## src/rtl/pbbs_pkg.sv

```systemverilog
// constants and types shared by the reset and boot sequencer
package pbbs_pkg;

  // clock and timing
  localparam int  CLK_KHZ       = 100_000;
  localparam int  REL_DELAY_MS  = 1;
  localparam int  REL_DELAY_CYC = REL_DELAY_MS * CLK_KHZ;
  localparam real BOOT_TIME_MS  = 9.5;
  localparam int  BOOT_CYC      = int'(BOOT_TIME_MS * CLK_KHZ);
  localparam int  CNT_W         = 20;

  // boot rom and program flash layout
  localparam int           ROM_WORDS   = 1024;
  localparam int           ROM_AW      = 10;
  localparam int           BANK_AW     = 13;
  localparam int           FLASH_AW    = 14;
  localparam int           EXEC_AW     = 17;
  localparam logic [BANK_AW-1:0]  SIG_WORD    = 13'h1FFF;
  localparam logic [31:0]         ERASED_WORD = 32'hFFFFFFFF;
  localparam logic [EXEC_AW-1:0]  BANK0_BASE  = 17'h00000;
  localparam logic [EXEC_AW-1:0]  BANK1_BASE  = 17'h08000;
  localparam logic [EXEC_AW-1:0]  ROM_BASE    = 17'h10000;
  localparam logic [EXEC_AW-1:0]  ALT_OFFSET  = 17'h00100;

  // sequencer states
  typedef enum logic [5:0] {
    ST_OFF       = 6'h01,
    ST_DELAY     = 6'h02,
    ST_CHECK     = 6'h04,
    ST_BOOT_WAIT = 6'h08,
    ST_WAIT_DL   = 6'h10,
    ST_EXEC      = 6'h20
  } pbbs_state_t;

  // supply comparator outputs
  typedef struct packed {
    logic power_good_threshold;  // high: above the power-good level
    logic power_bad_threshold;   // high: below the power-bad level
    logic brownout_reset_event;  // high: at or below the brown-out level
  } pbbs_supply_t;

  localparam pbbs_supply_t SUPPLY_RST = 3'h0;

  // program flash signature read
  typedef struct packed {
    logic                req;
    logic [FLASH_AW-1:0] addr;
  } pbbs_flash_rd_t;

endpackage

```

## src/rtl/pbbs_sync2.sv

```systemverilog
// two-stage synchroniser with asynchronous reset and clock enable
`timescale 1ns/1ps
module pbbs_sync2 #(
  parameter int         W       = 1,
  parameter logic [W-1:0] RST_VAL = '0
) (
  // clock and reset
  input  wire logic         clk_in,
  input  wire logic         arst_n_in,
  input  wire logic         en_in,
  // data
  input  wire logic [W-1:0] d_in,
  output logic      [W-1:0] q_out
);

  logic [W-1:0] stage1;
  logic [W-1:0] next_stage1;
  logic [W-1:0] next_q;

  always_comb begin
    next_stage1 = en_in ? d_in : stage1;
    next_q      = en_in ? stage1 : q_out;
  end

  always_ff @(posedge clk_in or negedge arst_n_in) begin
    if (!arst_n_in) begin
      stage1 <= RST_VAL;
      q_out  <= RST_VAL;
    end else begin
      stage1 <= next_stage1;
      q_out  <= next_q;
    end
  end

endmodule // pbbs_sync2

```

## src/rtl/pbbs_sequencer.sv

```systemverilog
// power-on / brown-out reset sequencer and boot steering
`timescale 1ns/1ps
// Functional notes
// - reset released only once supply is above power-good level
// - power-good crossing is the point power counts as valid
// - supply below power-bad level forces the device back into reset
// - internal reset low holds all logic; release only when it rises
// - external reset pin low resets the sequencer like internal reset low, but keeps the brown-out flag
// - fixed release delay from power-good to internal reset release
// - brown-out level sets a status flag software can read
// - brown-out also raises an interrupt when enabled
// - after release boot rom (1024 x 32) runs and checks flash image
// - valid image: execution passes to the main flash program
// - no valid image: stay in boot code awaiting bus download
// - alternative boot routine in flash may replace built-in start-up
// - execution may be steered to either of two 32 kB flash banks
// - release delay about 1 ms after power good or pin release
// - execution from flash starts about 9.5 ms after release
module pbbs_sequencer
  import pbbs_pkg::*;
#(
  parameter int REL_CYC  = REL_DELAY_CYC,
  parameter int BOOT_LEN = BOOT_CYC
) (
  // clock, reset, enable
  input  wire logic                core_clk_in,
  input  wire logic                rst_n_in,
  input  wire logic                clk_en_in,
  // external reset pin and supply comparators
  input  wire logic                ext_reset_n_in,
  input  wire pbbs_supply_t        supply_in,
  // brown-out control
  input  wire logic                brownout_clr_in,
  input  wire logic                brownout_irq_en_in,
  // boot options
  input  wire logic                bank_sel_in,
  input  wire logic                alt_boot_in,
  input  wire logic                download_done_in,
  // flash signature read
  input  wire logic                flash_ack_in,
  input  wire logic [31:0]         flash_data_in,
  output pbbs_flash_rd_t           flash_rd_out,
  // reset and execution status
  output logic                     sys_rst_n_out,
  output logic                     rom_active_out,
  output logic [ROM_AW-1:0]        rom_pc_out,
  output logic                     dl_wait_out,
  output logic                     exec_start_out,
  output logic [EXEC_AW-1:0]       exec_addr_out,
  // brown-out status
  output logic                     brownout_flag_out,
  output logic                     brownout_irq_out
);

  localparam logic [CNT_W-1:0] REL_LAST  = CNT_W'(REL_CYC - 1);
  localparam logic [CNT_W-1:0] BOOT_LAST = CNT_W'(BOOT_LEN - 1);
  localparam logic [ROM_AW-1:0] ROM_LAST = ROM_AW'(ROM_WORDS - 1);

  function automatic logic [FLASH_AW-1:0] sig_addr(input logic bank);
    sig_addr = {bank, SIG_WORD};
  endfunction

  function automatic logic [EXEC_AW-1:0] entry_addr(input logic bank,
                                                    input logic alt);
    logic [EXEC_AW-1:0] base;
    base = bank ? BANK1_BASE : BANK0_BASE;
    entry_addr = alt ? base + ALT_OFFSET : base;
  endfunction

  function automatic logic is_rom_state(input pbbs_state_t s);
    is_rom_state = (s == ST_CHECK) || (s == ST_BOOT_WAIT) ||
                   (s == ST_WAIT_DL);
  endfunction

  ////////////////////////////////////////////////////////////////////////
  // reset combination and input synchronisers
  logic         comb_rst_n;
  logic         core_rst_n;
  pbbs_supply_t supply_s;

  assign comb_rst_n = rst_n_in & ext_reset_n_in;

  pbbs_sync2 #(.W(1), .RST_VAL(1'b0)) u_rst_sync (
    .clk_in    (core_clk_in),
    .arst_n_in (comb_rst_n),
    .en_in     (clk_en_in),
    .d_in      (1'b1),
    .q_out     (core_rst_n)
  );

  pbbs_sync2 #(.W(3), .RST_VAL(SUPPLY_RST)) u_supply_sync (
    .clk_in    (core_clk_in),
    .arst_n_in (rst_n_in),
    .en_in     (clk_en_in),
    .d_in      (supply_in),
    .q_out     (supply_s)
  );

  ////////////////////////////////////////////////////////////////////////
  // reset and boot state machine
  pbbs_state_t        state;
  pbbs_state_t        next_state;
  logic [CNT_W-1:0]   dly_cnt;
  logic [CNT_W-1:0]   next_dly_cnt;
  logic [CNT_W-1:0]   boot_cnt;
  logic [CNT_W-1:0]   next_boot_cnt;
  logic [ROM_AW-1:0]  next_rom_pc;
  pbbs_flash_rd_t     next_flash_rd;
  logic               next_sys_rst_n;
  logic               next_exec_start;
  logic [EXEC_AW-1:0] next_exec_addr;
  logic               image_ok;
  logic               in_rom;
  logic               next_rom_active;
  logic               next_dl_wait;

  assign image_ok = (flash_data_in != ERASED_WORD);
  assign in_rom   = is_rom_state(state);

  always_comb begin
    next_state      = state;
    next_dly_cnt    = dly_cnt;
    next_boot_cnt   = boot_cnt;
    next_rom_pc     = rom_pc_out;
    next_flash_rd   = flash_rd_out;
    next_exec_start = 1'b0;
    next_exec_addr  = exec_addr_out;
    if (in_rom) begin
      next_rom_pc = (rom_pc_out == ROM_LAST) ? '0 : rom_pc_out + 1'b1;
      if (boot_cnt != BOOT_LAST)
        next_boot_cnt = boot_cnt + 1'b1;
    end
    case (state)
      ST_OFF: begin
        next_dly_cnt = '0;
        if (supply_s.power_good_threshold &&
            !supply_s.power_bad_threshold)
          next_state = ST_DELAY;
      end
      ST_DELAY: begin
        next_dly_cnt = dly_cnt + 1'b1;
        if (dly_cnt == REL_LAST) begin
          next_state     = ST_CHECK;
          next_boot_cnt  = '0;
          next_rom_pc    = '0;
          next_exec_addr = ROM_BASE;
          next_flash_rd  = '{req: 1'b1, addr: sig_addr(bank_sel_in)};
        end
      end
      ST_CHECK: begin
        if (flash_ack_in) begin
          next_flash_rd.req = 1'b0;
          next_state = image_ok ? ST_BOOT_WAIT : ST_WAIT_DL;
        end
      end
      ST_BOOT_WAIT: begin
        if (boot_cnt == BOOT_LAST) begin
          next_state      = ST_EXEC;
          next_exec_start = 1'b1;
          next_exec_addr  = entry_addr(bank_sel_in, alt_boot_in);
        end
      end
      ST_WAIT_DL: begin
        if (download_done_in) begin
          next_state    = ST_CHECK;
          next_flash_rd = '{req: 1'b1, addr: sig_addr(bank_sel_in)};
        end
      end
      ST_EXEC: ;
      default: next_state = ST_OFF;
    endcase
    if (supply_s.power_bad_threshold) begin
      next_state        = ST_OFF;
      next_flash_rd.req = 1'b0;
      next_exec_start   = 1'b0;
      next_exec_addr    = exec_addr_out;
    end
    next_sys_rst_n = (next_state != ST_OFF) && (next_state != ST_DELAY);
    next_rom_active = is_rom_state(next_state);
    next_dl_wait    = (next_state == ST_WAIT_DL);
  end

  always_ff @(posedge core_clk_in or negedge core_rst_n) begin
    if (!core_rst_n) begin
      state          <= ST_OFF;
      dly_cnt        <= '0;
      boot_cnt       <= '0;
      rom_pc_out     <= '0;
      flash_rd_out   <= '0;
      sys_rst_n_out  <= 1'b0;
      exec_start_out <= 1'b0;
      exec_addr_out  <= ROM_BASE;
      rom_active_out <= 1'b0;
      dl_wait_out    <= 1'b0;
    end else if (clk_en_in) begin
      state          <= next_state;
      dly_cnt        <= next_dly_cnt;
      boot_cnt       <= next_boot_cnt;
      rom_pc_out     <= next_rom_pc;
      flash_rd_out   <= next_flash_rd;
      sys_rst_n_out  <= next_sys_rst_n;
      exec_start_out <= next_exec_start;
      exec_addr_out  <= next_exec_addr;
      rom_active_out <= next_rom_active;
      dl_wait_out    <= next_dl_wait;
    end
  end

  ////////////////////////////////////////////////////////////////////////
  // brown-out flag and interrupt, kept across the device reset
  logic bo_prev;
  logic bo_rise;
  logic next_bo_flag;
  logic next_bo_irq;

  assign bo_rise = supply_s.brownout_reset_event && !bo_prev;

  always_comb begin
    next_bo_flag = brownout_flag_out;
    if (brownout_clr_in)
      next_bo_flag = 1'b0;
    if (bo_rise)
      next_bo_flag = 1'b1;
    next_bo_irq = next_bo_flag && brownout_irq_en_in;
  end

  always_ff @(posedge core_clk_in or negedge rst_n_in) begin
    if (!rst_n_in) begin
      bo_prev           <= 1'b0;
      brownout_flag_out <= 1'b0;
      brownout_irq_out  <= 1'b0;
    end else if (clk_en_in) begin
      bo_prev           <= supply_s.brownout_reset_event;
      brownout_flag_out <= next_bo_flag;
      brownout_irq_out  <= next_bo_irq;
    end
  end
endmodule // pbbs_sequencer

```

## config.mk

```make
export PLATFORM = sky130hd
export DESIGN_NAME = pbbs_sequencer
export DESIGN_NICKNAME = d
export VERILOG_FILES = /design/src/rtl/pbbs_pkg.sv /design/src/rtl/pbbs_sync2.sv /design/src/rtl/pbbs_sequencer.sv
export SDC_FILE = /design/constraint.sdc
export NUM_CORES = 1
export LEC_CHECK = 0
export BUFFER_PORTS_ARGS = -buffer_cell sky130_fd_sc_hd__clkbuf_2
export CAP_MARGIN = 20
export CORE_MARGIN = 2
export CORE_UTILIZATION = 40
export CTS_CLUSTER_SIZE = 10
export DETAILED_ROUTE_END_ITERATION = 10
export GPL_TIMING_DRIVEN = 0
export PLACE_DENSITY_LB_ADDON = 0.3
export SLEW_MARGIN = 20
export SYNTH_ARGS = -nofsm -noshare
export SYNTH_HDL_FRONTEND = slang
export SYNTH_SLANG_ARGS = --single-unit
```

## constraint.sdc

```tcl
create_clock -name core_clk_in -period 2.2 [get_ports core_clk_in]
set_clock_uncertainty 0.1 [all_clocks]
set_input_delay 0 -clock core_clk_in [delete_from_list [all_inputs] [get_ports core_clk_in]]
set_output_delay 0 -clock core_clk_in [all_outputs]
set_load 0.02 [all_outputs]
```

# --- Word-level counts from Yosys, hierarchy flattened ---
# Index checks and enable logic that the tools add are counted.
totals:
  register_bits: 103
  input_bits: 45
  out_inout_bits: 48
op_classes:
  addsub: 4
  n_eq_ne: 22
  n_mux: 33
  bitwise: 2
  n_reduce_logical: 18
op_table:
  columns: ["op", "count"]
  rows:
  - ["20-bit 2-to-1 mux", 4]
  - ["17-bit 2-to-1 mux", 3]
  - ["20-bit by 1-bit adder with 20-bit output (second input constant)", 2]
  - ["10-bit 2-to-1 mux", 4]
  - ["20-bit case mux with 2 select lines", 1]
  - ["6-bit 2-to-1 mux", 6]
  - ["6-bit case mux with 6 select lines", 1]
  - ["17-bit case mux with 2 select lines", 1]
  - ["32-bit inequality test (second input constant)", 1]
  - ["15-bit 2-to-1 mux", 2]
  - ["14-bit case mux with 2 select lines", 1]
  - ["20-bit by 17-bit == test with 1-bit output (second input constant)", 1]
  - ["20-bit == test (second input constant)", 1]
  - ["20-bit inequality test (second input constant)", 1]
  - ["16-bit by 9-bit adder with 17-bit output (second input constant)", 1]
  - ["16-bit 2-to-1 mux", 1]
  - ["6-bit by 3-bit == test with 1-bit output (second input constant)", 2]
  - ["6-bit by 4-bit == test with 1-bit output (second input constant)", 2]
  - ["6-bit by 5-bit == test with 1-bit output (second input constant)", 2]
  - ["10-bit by 1-bit adder with 10-bit output (second input constant)", 1]
  - ["10-bit == test (second input constant)", 1]
  - ["5-bit AND reduction", 2]
  - ["3-bit by 2-bit inequality test with 1-bit output (second input constant)", 3]
  - ["1-bit 2-to-1 mux", 7]
  - ["18 further kinds", 28]

# --- Longest topological paths before layout ---
# Gate-level depths: netlist of run 1.
depth:
  depth_word: 8
  depth_mapped: 9
  mapped_depth_nobuf: 6

# --- By module ---
# A second synthesis of run 1 with hierarchy kept.
unflattened:
  cells_unflattened: 446
  hier_area_um2: 4247.8
modules_own_cells:
  columns: ["mod", "n_inst", "cells_each", "area_per_inst_um2", "seq_area_each_um2"]
  rows:
  - ["pbbs_sequencer", 1, 429, 3923.8, 1729.2]
  - ["pbbs_sync2 at u_supply_sync", 1, 13, 251.5, 150.1]
  - ["pbbs_sync2 at u_rst_sync", 1, 4, 72.6, 50.0]

# --- Least setup slack after synthesis of run 1 ---
# No wires, ideal clock.
synth_path:
  path_kind: "reg2reg"
  start: "register u_rst_sync.q_out (netlist name)"
  end: "register u_rst_sync.q_out"
  setup_ps: 76
  t_arrival_ps: 2087
  t_required_ps: 2024
  setup_slack_ps: -62
  stages_incl_launch_ff: 2
  n_path_buf: 0
  period_less_slack_ps: 2262
  cell_sequence: "dfrtp_1 > mux2_2"
synth_lines:
  columns: ["item", "line_no", "text"]
  rows:
  - ["end signal, assigned", "pbbs_sync2.sv:31", "q_out <= next_q;"]
  - ["end, declared", "pbbs_sync2.sv:13", "output logic [W-1:0] q_out"]

# --- Worst setup path in the final report of run 1 ---
layout_path:
  start: "register boot_cnt[12]"
  end: "register boot_cnt[18]"
layout_via:
  elab_chain_cells: 5
layout_rtl:
  columns: ["item", "line_no", "text"]
  rows:
  - ["start, declared", "pbbs_sequencer.sv:105", "logic [CNT_W-1:0] boot_cnt;"]
  - ["start signal, assigned", "pbbs_sequencer.sv:198", "boot_cnt <= next_boot_cnt;"]
  - ["20-bit by 1-bit adder with 20-bit output / 20-bit inequality test (equally long branches)", "pbbs_sequencer.sv:131, pbbs_sequencer.sv:130", null]
  - ["20-bit 2-to-1 mux (*)", "pbbs_sequencer.sv:130", "if (boot_cnt != BOOT_LAST)"]
  - ["20-bit 2-to-1 mux (*)", "pbbs_sequencer.sv:128", "if (in_rom) begin"]
  - ["20-bit 2-to-1 mux", "pbbs_sequencer.sv:142", "if (dly_cnt == REL_LAST) begin"]
  - ["20-bit 2-to-1 mux (*)", "pbbs_sequencer.sv:133", "case (state)"]
# Every way passes the cells marked *; elsewhere a longest branch is shown, timed or not.
# A chain may end at the register's enable or synchronous reset.

==> results.sh, run 1 <==
export IMPL_reg2reg_to="boot_cnt[18]$_DFFE_PN0P_"
export IMPL_max_cap_violations=0
export IMPL_dp_cells=730
export IMPL_path_max_fanout=5
export IMPL_r2r_start="boot_cnt[12]$_DFFE_PN0P_"
export IMPL_hold_violations=0
export IMPL_drive_gt1_share_pct=35.1
export IMPL_cts_buffers=9
export IMPL_cts_tree="built"
export IMPL_htreeDepth=3
export IMPL_ir_drop_mv=0.348
export IMPL_synthSimpleGateAreaFrac_pct=25.2
export IMPL_fmaxAchievable_mhz=449
export IMPL_crit_path_start_kind="flip-flop"
export IMPL_port_buffers=78
export IMPL_synth_edf_count=0
export IMPL_required_ps=2370
export IMPL_die_height_um=111
export IMPL_vias_per_cell=5.58
export IMPL_overflow=0
export IMPL_rows=39
export IMPL_setup_violations=3
export IMPL_status="finished, violations left"
export IMPL_synthAdderAreaFrac_pct=0.821
export IMPL_drtIter0Drc=332
export IMPL_worst_slew_pin_slew_ps=728
export IMPL_synth_xor_xnor_area_share_pct=3.83
export IMPL_ys_flop_type="dfrtp_1"
export IMPL_area_delta_synth_final_pct=35.8
export IMPL_syn_inst=495
export IMPL_clk_latency_ps=340
export IMPL_synth_compound_area_share_pct=17.1
export IMPL_clk_path_buf_depth=2
export IMPL_layout_min_cycle_time_ps=2230
export IMPL_layout_commonest_cell="clkbuf_2"
export IMPL_violations="negative setup slack"
export IMPL_drt_first_pass_iters=5
export IMPL_fill_cells=1000
export IMPL_reg2reg_depth=6
export IMPL_post_drt_wl_per_cell_um=16.2
export IMPL_slew_violations=0
export IMPL_slew_headroom_pct=51.4
export IMPL_crit_arrival_ps=2400
export IMPL_place_gp_congestion=0.842
export IMPL_yosysWarnings=0
export IMPL_die_area_um2=12300
export IMPL_root_buffer="clkbuf_16"
export IMPL_cts_clk_slew_worst_paths_ps=70
export IMPL_critical_path_class="reg2reg"
export IMPL_postLayoutCellArea_um2=6210
export IMPL_routed_wl_mm=12.8
export IMPL_hold_slack_ps=8.03
export IMPL_hold_path_class="in2async"
export IMPL_async_reset_ff_share_pct=100
export IMPL_final_cell_mix="81 x clkbuf_2, 72 x dfrtp_1, 56 x buf_4"
export IMPL_rsz0062_at_grt="true"
export IMPL_cts_sinks=77
export IMPL_dpl_hpwl_mm=8.42
export IMPL_period_share_pct=101
export IMPL_dpl_cell_area_um2=5220
export IMPL_grt_max_degree=43
export IMPL_syn_area_um2=4570
export IMPL_drc=0
export IMPL_grt_pass1_wl_mm=20.7
export IMPL_cp_end_kind="flip-flop"
export IMPL_synth_top_family_by_area="simple AND/OR/NAND/NOR gates"
export IMPL_grt_total_usage_pct=20.4
export IMPL_num_vias=4405
export IMPL_layout_cells_non_filler=789
export IMPL_p_leak_nw=2.77
export IMPL_ios=93
export IMPL_ys_seq_elements=77
export IMPL_fin_nets=689
export IMPL_synth_avg_cell_area_um2=9.24
export IMPL_initial_core_util_pct=40.6
export IMPL_grt_pass1_vias=4317
export IMPL_setup_ws_ps=-28.4
export IMPL_power_density_nw_per_um2=599
export IMPL_multi_input_comb_area_um2=2600
export IMPL_core_area_um2=11300
export IMPL_ff2ff_setup_slack_ps=-30
export IMPL_antenna_found_initial=0
export IMPL_diodes=0
export IMPL_yosysUniqueCellTypes=70
export IMPL_synth_area_mux_share_pct=2.85
export IMPL_die_w_um=111
export IMPL_postRouteAntennaNets=0
export IMPL_final_seq_area_um2=1940
export IMPL_ys_seq_area_share_pct=42.2
worst max-delay path by stage:
stage	startpoint	endpoint	slack, ps	cells past startpoint
3_5_place_dp	state[3]$_DFFE_PN0P_	dly_cnt[15]$_DFFE_PN0P_	-550	6
3_3_place_gp	state[3]$_DFFE_PN0P_	dly_cnt[3]$_DFFE_PN0P_	-520	6
5_1_grt	boot_cnt[9]$_DFFE_PN0P_	boot_cnt[18]$_DFFE_PN0P_	-150	6
4_1_cts	dly_cnt[13]$_DFFE_PN0P_	rom_pc_out[0]$_DFFE_PN0P_	-90	6
6_report	boot_cnt[12]$_DFFE_PN0P_	boot_cnt[18]$_DFFE_PN0P_	-30	6
2_1_floorplan	state[5]$_DFFE_PN0P_	boot_cnt[10]$_DFFE_PN0P_	-30	6
state kept, by name, summed over array words and instances (netlist names):
register	count
bo_prev	1
state	6
brownout_flag_out	1
rom_active_out	1
brownout_irq_out	1
exec_start_out	1
dly_cnt	20
u_supply_sync.stage1	3
u_rst_sync.q_out	1
dl_wait_out	1
u_supply_sync.q_out	3
boot_cnt	20
flash_rd_out	3
exec_addr_out	3
sys_rst_n_out	1
rom_pc_out	10
u_rst_sync.stage1	1
cell usage after synthesis, types with 3 or more instances:
| cell type | number | share of area, % |
|---|---|---|
| dfrtp_1 | 75 | 41 |
| nand2_1 | 44 | 3.6 |
| nor2_1 | 31 | 2.5 |
| a21oi_1 | 30 | 3.3 |
| buf_4 | 27 | 4.4 |
| nand3_1 | 24 | 2.6 |
| o21ai_0 | 22 | 2.4 |
| nand4_1 | 20 | 2.7 |
| inv_1 | 18 | 1.5 |
| clkbuf_1 | 14 | 1.1 |
| xnor2_1 | 13 | 2.5 |
| nor3_1 | 12 | 1.3 |
| o31ai_1 | 10 | 1.6 |
| a31oi_1 | 8 | 1.1 |
| and4_1 | 8 | 1.5 |
| nor4_1 | 8 | 1.1 |
| and3_1 | 7 | 0.96 |
| mux2_2 | 7 | 1.7 |
| or4_1 | 7 | 1.1 |
| xor2_1 | 7 | 1.3 |
| and2_1 | 5 | 0.68 |
| or3_1 | 5 | 0.68 |
| a211oi_1 | 4 | 0.66 |
| a21o_1 | 4 | 0.66 |
| a41oi_1 | 4 | 0.77 |
| buf_2 | 4 | 0.44 |
| mux2i_1 | 4 | 0.88 |
| nand2b_1 | 4 | 0.55 |
| nor2b_1 | 4 | 0.55 |
| o221ai_1 | 4 | 0.77 |
| a22o_1 | 3 | 0.57 |
| a41o_1 | 3 | 0.66 |
| ha_1 | 3 | 0.82 |
| nand3b_1 | 3 | 0.49 |
| nor4b_1 | 3 | 0.57 |
| o2bb2ai_1 | 3 | 0.57 |
cell families after synthesis:
group                    count (synthesis)
XOR/XNOR                                20
AND/OR/NAND/NOR                        202
flip-flops                              77
other                                    1
buffers and inverters                   66
AO/OA/AOI/OAI                          114
adder cells (fa/ha/maj)                  3
multiplexers                            12
report_power, final:
part / switching (W) / internal, W
registers: 0.0000707 / 0.00149
logic: 0.000380 / 0.000282
clock network: 0.000615 / 0.000879
stage by stage:
step           TNS (ps)  worst slack [ps]  power [W]  utilization (%)
6_report          -47.4             -28.4    0.00372             55.1
5_1_grt            -707              -153    0.00386             55.1
3_5_place_dp     -16460              -546    0.00215             46.3
4_1_cts            -750             -88.2    0.00370             52.6
2_1_floorplan      -123             -31.1    0.00197                -
3_3_place_gp     -15470              -521    0.00214             46.1
worst max-delay path, stage by stage (launching register included):
cell and delay [ps]:
dfrtp_1 400, nand4_1 140, buf_6 150, nor4_4 380, or4b_4 510, or4_1 410, nand3_1 80
layout make-up:
cell class,count,share of cell area [%]
repair buffers,127,13.5
multi-input cells,366,41.8
flip-flops and latches,77,31.2
inverters,18,1.09
well taps,143,2.88
clock inverters,6,1.01
plain buffers,42,4.86
clock buffers,10,3.69
per-layer routing:
layer  wire length (um)  global-route usage [%]  part of all wire, %
met2               6380                    34.5                   50
met3                502                    3.55                  3.9
met1               5610                    26.4                   44
met4                261                    7.08                  2.0
met5                  0                       0                    0
repair_timing:
action,in CTS,in global routing
cloned,1,2
pin swaps,25,12
hold buffers,14,0
setup endpoints to repair,60,55
endpoints found under the hold margin,21,0
gates resized for setup,36,38
setup buffers,17,15
Note: power is estimated with default switching activity, not from simulation.
==> run 2, diff against run 1 <==
--- a/config.mk
+++ b/config.mk
@@ -8,7 +8,8 @@
 export BUFFER_PORTS_ARGS = -buffer_cell sky130_fd_sc_hd__clkbuf_2
 export CAP_MARGIN = 20
 export CORE_MARGIN = 2
-export CORE_UTILIZATION = 40
+export CORE_UTILIZATION = 50
+export CTS_BUF_LIST = sky130_fd_sc_hd__clkbuf_16
 export CTS_CLUSTER_SIZE = 10
 export DETAILED_ROUTE_END_ITERATION = 10
 export GPL_TIMING_DRIVEN = 0
==> run 2 against run 1 <==
Against the previous run: the run ends with negative hold slack, negative setup slack left; routed wire length is 9.5% higher; combinational power is 0.9% higher; hold slack worse by 10 ps; via count is 5.2% higher; sequential power hardly changed; non-clock buffer count is 6 higher; largest power group unchanged; cell count is 3.8% lower; highest routed layer unchanged; sequential share of layout area is 0.45 points lower; largest cell class unchanged; count of clock-buffer cells in the layout is 1 lower; maximum frequency is 5.9% lower.
==> results.sh, run 2 (synthesized netlist as in run 1, its figures left out) <==
export IMPL_setup_ws_ps=-168
export IMPL_clk_path_buf_depth=2
export IMPL_power_density_nw_per_um2=607
export IMPL_rows=34
export IMPL_final_seq_area_um2=1940
export IMPL_layout_commonest_cell="clkbuf_2"
export IMPL_crit_family="simple AND/OR/NAND/NOR gates"
export IMPL_area_delta_synth_final_pct=38.0
export IMPL_p_leak_nw=2.79
export IMPL_p_seq_share_pct=41.5
export IMPL_core_area_um2=8810
export IMPL_slew_headroom_pct=52.5
export IMPL_max_cap_violations=0
export IMPL_combPwrFrac_pct=17.4
export IMPL_period_share_pct=108
export IMPL_hold_path_class="in2reg"
export IMPL_slew_violations=0
export IMPL_cts_clk_slew_worst_paths_ps=70
export IMPL_final_cell_mix="81 x clkbuf_2, 69 x dfrtp_1, 64 x buf_4"
export IMPL_path_max_fanout=10
export IMPL_hold_violations=1
export IMPL_ir_drop_mv=0.524
export IMPL_drive_gt1_share_pct=39.3
export IMPL_grt_max_degree=56
export IMPL_die_w_um=99.6
export IMPL_grt_total_usage_pct=26.2
export IMPL_critical_path_class="reg2reg"
export IMPL_place_gp_congestion=0.892
export IMPL_port_buffers=78
export IMPL_antenna_found_initial=0
export IMPL_die_area_um2=9930
export IMPL_setup_violations=31
export IMPL_routed_wl_mm=14.0
export IMPL_cpPeakStageDelay_ps=510
export IMPL_clkPwrFrac_pct=41.0
export IMPL_drt_first_pass_iters=6
export IMPL_totalPowerFinal_w=0.00383
export IMPL_root_buffer="clkbuf_16"
export IMPL_clk_latency_ps=340
export IMPL_slowest_stage="nor4_1"
export IMPL_ios=93
export IMPL_worst_slew_pin_slew_ps=713
export IMPL_status="finished, violations left"
export IMPL_initial_core_util_pct=51.9
export IMPL_drc=0
export IMPL_htreeDepth=3
export IMPL_fill_cells=621
export IMPL_grt_pass1_wl_mm=21.1
export IMPL_crit_path_start_kind="flip-flop"
export IMPL_cts_buffers=9
export IMPL_violations="negative hold slack, negative setup slack"
export IMPL_cp_end_kind="flip-flop"
export IMPL_crit_arrival_ps=2490
export IMPL_cp_cell_sequence="clkbuf_4 > nor4_1 > nand3b_1 > nor2_1 > o21ai_4 > mux2_4"
export IMPL_overflow=0
export IMPL_cts_tree="built"
export IMPL_diodes=0
export IMPL_die_height_um=99.6
export IMPL_cts_sinks=77
export IMPL_vias_per_cell=6.11
export IMPL_drtIter0Drc=387
export IMPL_post_drt_wl_per_cell_um=18.4
export IMPL_num_vias=4636
export IMPL_cp_num_buf_inv=1
export IMPL_fmaxAchievable_mhz=422
export IMPL_top_regs="boot_cnt: 20 flops, dly_cnt: 20 flops, rom_pc_out: 10 flops"
export IMPL_fin_util_pct=71.7
export IMPL_rsz0062_at_grt="true"
export IMPL_hold_slack_ps=-2.31
export IMPL_switching_power_w=0.00108
export IMPL_finalSetupTns_ps=-1480
export IMPL_switching_share_pct=28.1
export IMPL_postLayoutCellArea_um2=6310
export IMPL_dpl_cell_area_um2=5190
export IMPL_internal_power_w=0.00275
export IMPL_postRouteAntennaNets=0
export IMPL_dpl_hpwl_mm=8.51
export IMPL_layout_min_cycle_time_ps=2370
export IMPL_multi_input_comb_area_um2=2670
export IMPL_fin_nets=694
export IMPL_grt_pass1_vias=4419
export IMPL_required_ps=2320
-- run 2: cell count changes in the layout (fill, tap and decap cells not counted), sizes merged --
| cell | before | now |
|---|---|---|
| buf | 69 | 78 |
| dlygate4sd3 | 14 | 11 |
| clkinv | 4 | 2 |
| clkinvlp | 0 | 2 |
| bufinv | 1 | 2 |
| clkbuf | 96 | 95 |
| o211ai | 4 | 3 |
-- run 2: path summary, 6_finish.rpt --
| kind | startpoint | to | slack [ps] | cells past startpoint |
|---|---|---|---|---|
| setup / recovery | state[2]$_DFFE_PN0P_ | flash_rd_out[13]$_DFFE_PN0P_ | -170 | 6 |
| setup reg to reg | state[2]$_DFFE_PN0P_ | flash_rd_out[13]$_DFFE_PN0P_ | -170 | 6 |
| max in group asynchronous | rst_n_in | u_supply_sync.stage1[2]$_DFFE_PN0P_ | 1080 | 3 |
| min in group asynchronous | rst_n_in | u_rst_sync.stage1$_DFFE_PN0P_ | 40 | 3 |
| hold / removal | brownout_clr_in | brownout_flag_out$_DFFE_PN0P_ | -2 | 4 |
| hold reg to reg | u_rst_sync.q_out$_DFFE_PN0P_ | rom_pc_out[3]$_DFFE_PN0P_ | 80 | 0 |
-- run 2: routing by layer --
layer	track usage [%]	vias to the layer above	part of all wire [%]
met5	0	-	0
met4	9.91	0	2.7
met3	3.79	50	6.0
met2	45.3	223	52
met1	33.4	2261	39
li1	-	2102	-
-- run 2: area by class of cell --
| cell class | count | area share, % |
|---|---|---|
| Inverter | 18 | 1.13 |
| Multi-Input combinational cell | 365 | 42.3 |
| Buffer | 40 | 4.46 |
| Timing Repair Buffer | 135 | 14.3 |
| Clock inverter | 7 | 1.33 |
| Sequential cell | 77 | 30.7 |
| Tap cell | 108 | 2.14 |
| Clock buffer | 9 | 3.57 |
-- run 2: timing repair --
item                       4_1_cts  5_1_grt
pin swaps                       22       17
resized for setup               50       52
hold buffers                    11        0
setup buffers                   31       14
gates cloned                     1        0
hold endpoints to repair        19        0
setup endpoints to repair       58       53
-- run 2: stage by stage --
stage	cells	hold slack (ps)	setup slack (ps)
2_1_floorplan	508	-396	-31.1
5_1_grt	759	32.8	-336
4_1_cts	749	0.217	-95.2
3_5_place_dp	695	-230	-545
3_3_place_gp	694	-231	-488
6_report	759	-2.31	-168
-- run 2: power by group through the flow --
stage / Combinational [W] / Sequential (W) / Clock (W)
global route: 0.000720 / 0.00159 / 0.00164
CTS: 0.000615 / 0.00156 / 0.00158
floorplan: 0.000368 / 0.00160 / 0
detailed placement: 0.000567 / 0.00158 / 0
global placement: 0.000556 / 0.00158 / 0
finish: 0.000668 / 0.00159 / 0.00157
-- run 2: worst reg2reg max path: stages (launching register included) --
cell      delay (ps)
dfrtp_1          390
clkbuf_4         220
nor4_1           510
nand3b_1         310
nor2_1           300
o21ai_4          110
mux2_4           320
==> run 3, diff against run 2 <==
--- a/config.mk
+++ b/config.mk
@@ -8,7 +8,7 @@
 export BUFFER_PORTS_ARGS = -buffer_cell sky130_fd_sc_hd__clkbuf_2
 export CAP_MARGIN = 20
 export CORE_MARGIN = 2
-export CORE_UTILIZATION = 50
+export CORE_UTILIZATION = 55
 export CTS_BUF_LIST = sky130_fd_sc_hd__clkbuf_16
 export CTS_CLUSTER_SIZE = 10
 export DETAILED_ROUTE_END_ITERATION = 10
==> constraint.sdc (replaced) <==
create_clock -name core_clk_in -period 2.4 [get_ports core_clk_in]
set_clock_uncertainty 0.1 [all_clocks]
set_input_delay 0 -clock core_clk_in [delete_from_list [all_inputs] [get_ports core_clk_in]]
set_output_delay 0 -clock core_clk_in [all_outputs]
set_load 0.02 [all_outputs]
==> run 3 against run 2 <==
Against the previous run: the flow now finishes without violations; critical endpoint is now rom_pc_out[4]$_DFFE_PN0P_; combinational power decreased by 17%; die area decreased by 8.7%; global-route usage increased by 2.2 points; critical path depth unchanged; sequential power decreased by 9%; non-clock buffer count decreased by 24; register-to-register slack improved by 180 ps; via count decreased by 2.4%.
==> results.sh, run 3 (synthesized netlist as in run 1, its figures left out) <==
export IMPL_status="finished clean"
export IMPL_slew_violations=0
export IMPL_crit_path_start_kind="flip-flop"
export IMPL_grt_pass1_wl_mm=20.6
export IMPL_ir_drop_mv=0.377
export IMPL_postRouteAntennaNets=0
export IMPL_layout_cells_non_filler=732
export IMPL_clk_latency_ps=340
export IMPL_crit_path_frequent_cell="and4_1"
export IMPL_cp_end_kind="flip-flop"
export IMPL_p_seq_share_pct=39.3
export IMPL_drtIter0Drc=314
export IMPL_crit_arrival_ps=2550
export IMPL_top_regs="boot_cnt: 20 flops, dly_cnt: 20 flops, rom_pc_out: 10 flops"
export IMPL_postLayoutCellArea_um2=5900
export IMPL_internal_power_w=0.00271
export IMPL_fin_nets=670
export IMPL_rsz0062_at_grt="true"
export IMPL_dpl_hpwl_mm=8.33
export IMPL_cts_tree="built"
export IMPL_p_leak_nw=2.65
export IMPL_power_density_nw_per_um2=623
export IMPL_fmaxAchievable_mhz=418
export IMPL_cp_num_buf_inv=0
export IMPL_cpPeakStageDelay_ps=500
export IMPL_grt_total_usage_pct=28.4
export IMPL_die_height_um=95.2
export IMPL_hold_path_class="in2async"
export IMPL_layout_min_cycle_time_ps=2390
export IMPL_setup_violations=0
export IMPL_cts_sinks=77
export IMPL_cts_buffers=9
export IMPL_max_cap_violations=0
export IMPL_finalSetupTns_ps=0
export IMPL_period_share_pct=99.7
export IMPL_slowest_stage="a32oi_1"
export IMPL_core_area_um2=8130
export IMPL_rows=33
export IMPL_dp_cells=692
export IMPL_num_vias=4525
export IMPL_grt_pass1_vias=4308
export IMPL_required_ps=2560
export IMPL_drc=0
export IMPL_switching_power_w=0.000966
export IMPL_diodes=0
export IMPL_cts_clk_slew_worst_paths_ps=60
export IMPL_slew_headroom_pct=52.1
export IMPL_area_delta_synth_final_pct=29.1
export IMPL_htreeDepth=3
export IMPL_hold_violations=0
export IMPL_fin_util_pct=72.6
export IMPL_die_area_um2=9060
export IMPL_path_max_fanout=8
export IMPL_ios=93
export IMPL_drive_gt1_share_pct=30.0
export IMPL_switching_share_pct=26.2
export IMPL_cp_cell_sequence="ha_1 > and4_1 > and4_1 > a32oi_1 > o21ai_0 > a31oi_1"
export IMPL_overflow=0
export IMPL_initial_core_util_pct=56.2
export IMPL_worst_slew_pin_slew_ps=717
export IMPL_critical_path_class="reg2reg"
export IMPL_routed_wl_mm=12.8
export IMPL_antenna_found_initial=0
export IMPL_clk_path_buf_depth=2
export IMPL_vias_per_cell=6.18
export IMPL_post_drt_wl_per_cell_um=17.5
export IMPL_place_gp_congestion=0.918
export IMPL_clkPwrFrac_pct=45.5
export IMPL_grt_max_degree=37
export IMPL_crit_family="compound AO/OA/AOI/OAI gates"
export IMPL_root_buffer="clkbuf_16"
export IMPL_dpl_cell_area_um2=5170
export IMPL_drt_first_pass_iters=5
export IMPL_layout_commonest_cell="clkbuf_2"
export IMPL_die_w_um=95.2
export IMPL_combPwrFrac_pct=15.1
export IMPL_port_buffers=78
export IMPL_final_cell_mix="81 x clkbuf_2, 72 x dfrtp_1, 44 x nand2_1"
==> run 3: cell count changes in the layout (fill, tap and decap cells not counted), moves of 4 or more <==
cell / before / now
o21ai_0: 15 / 21
nor2_2: 5 / 1
buf_6: 10 / 1
buf_4: 64 / 43
nor2_1: 25 / 29
a21oi_1: 20 / 27
a21oi_2: 9 / 3
==> run 3: stage by stage <==
| step | power, W | worst slack, ps | hold WS (ps) |
|---|---|---|---|
| after global placement | 0.00195 | -502 | -239 |
| final | 0.00368 | 7.87 | 23.5 |
| after CTS | 0.00365 | 9.90 | 5.37 |
| after floorplan | 0.00181 | 138 | -396 |
| after global routing | 0.00381 | -52.9 | 24.0 |
| after detailed placement | 0.00197 | -329 | -226 |
==> run 3: what timing repair did <==
item	4_1_cts	5_1_grt
pin swaps	5	9
hold endpoints to repair	23	0
gates resized for setup	11	25
buffers inserted	6	9
hold buffers	14	0
setup endpoints to repair	40	40
==> run 3: final cells by class <==
type,count,area [um^2]
multi-input cells,365,2460
fillers,560,2230
flip-flops and latches,77,1940
repair buffers,108,663
plain buffers,43,283
clock buffers,9,225
clock inverters,7,139
well taps,105,131
inverters,18,67.6
==> run 3: worst min-delay path: cells and delay by family <==
| family | cells | cell delay [ps] |
|---|---|---|
| buf+inv | 2 | 640 |
| simple gates | 1 | 150 |
==> run 3: final timing paths <==
kind	start	to	slack, ps	cells past startpoint
max reg2reg	dly_cnt[0]$_DFFE_PN0P_	rom_pc_out[4]$_DFFE_PN0P_	8	6
max	dly_cnt[0]$_DFFE_PN0P_	rom_pc_out[4]$_DFFE_PN0P_	8	6
min reg2reg	u_rst_sync.q_out$_DFFE_PN0P_	rom_pc_out[4]$_DFFE_PN0P_	170	0
min in group core_clk_in	clk_en_in	boot_cnt[18]$_DFFE_PN0P_	110	4
max in group asynchronous	rst_n_in	u_supply_sync.q_out[1]$_DFFE_PN0P_	1270	3
min	rst_n_in	u_rst_sync.q_out$_DFFE_PN0P_	20	3
==> run 3: power by group through the flow <==
stage	clock network (W)	logic [W]	registers [W]
global placement	0	0.000505	0.00145
global route	0.00174	0.000611	0.00146
finish	0.00168	0.000557	0.00145
CTS	0.00168	0.000550	0.00143
detailed placement	0	0.000522	0.00145
floorplan	0	0.000337	0.00147
==> run 3: layer usage <==
metal  routed length (um)  track usage (%)  share of wire (%)
met1                 5210             38.4                 41
met2                 6390             46.6                 50
met3                 1010             5.22                7.9
met4                  209             8.70                1.6
met5                    0                0                  0
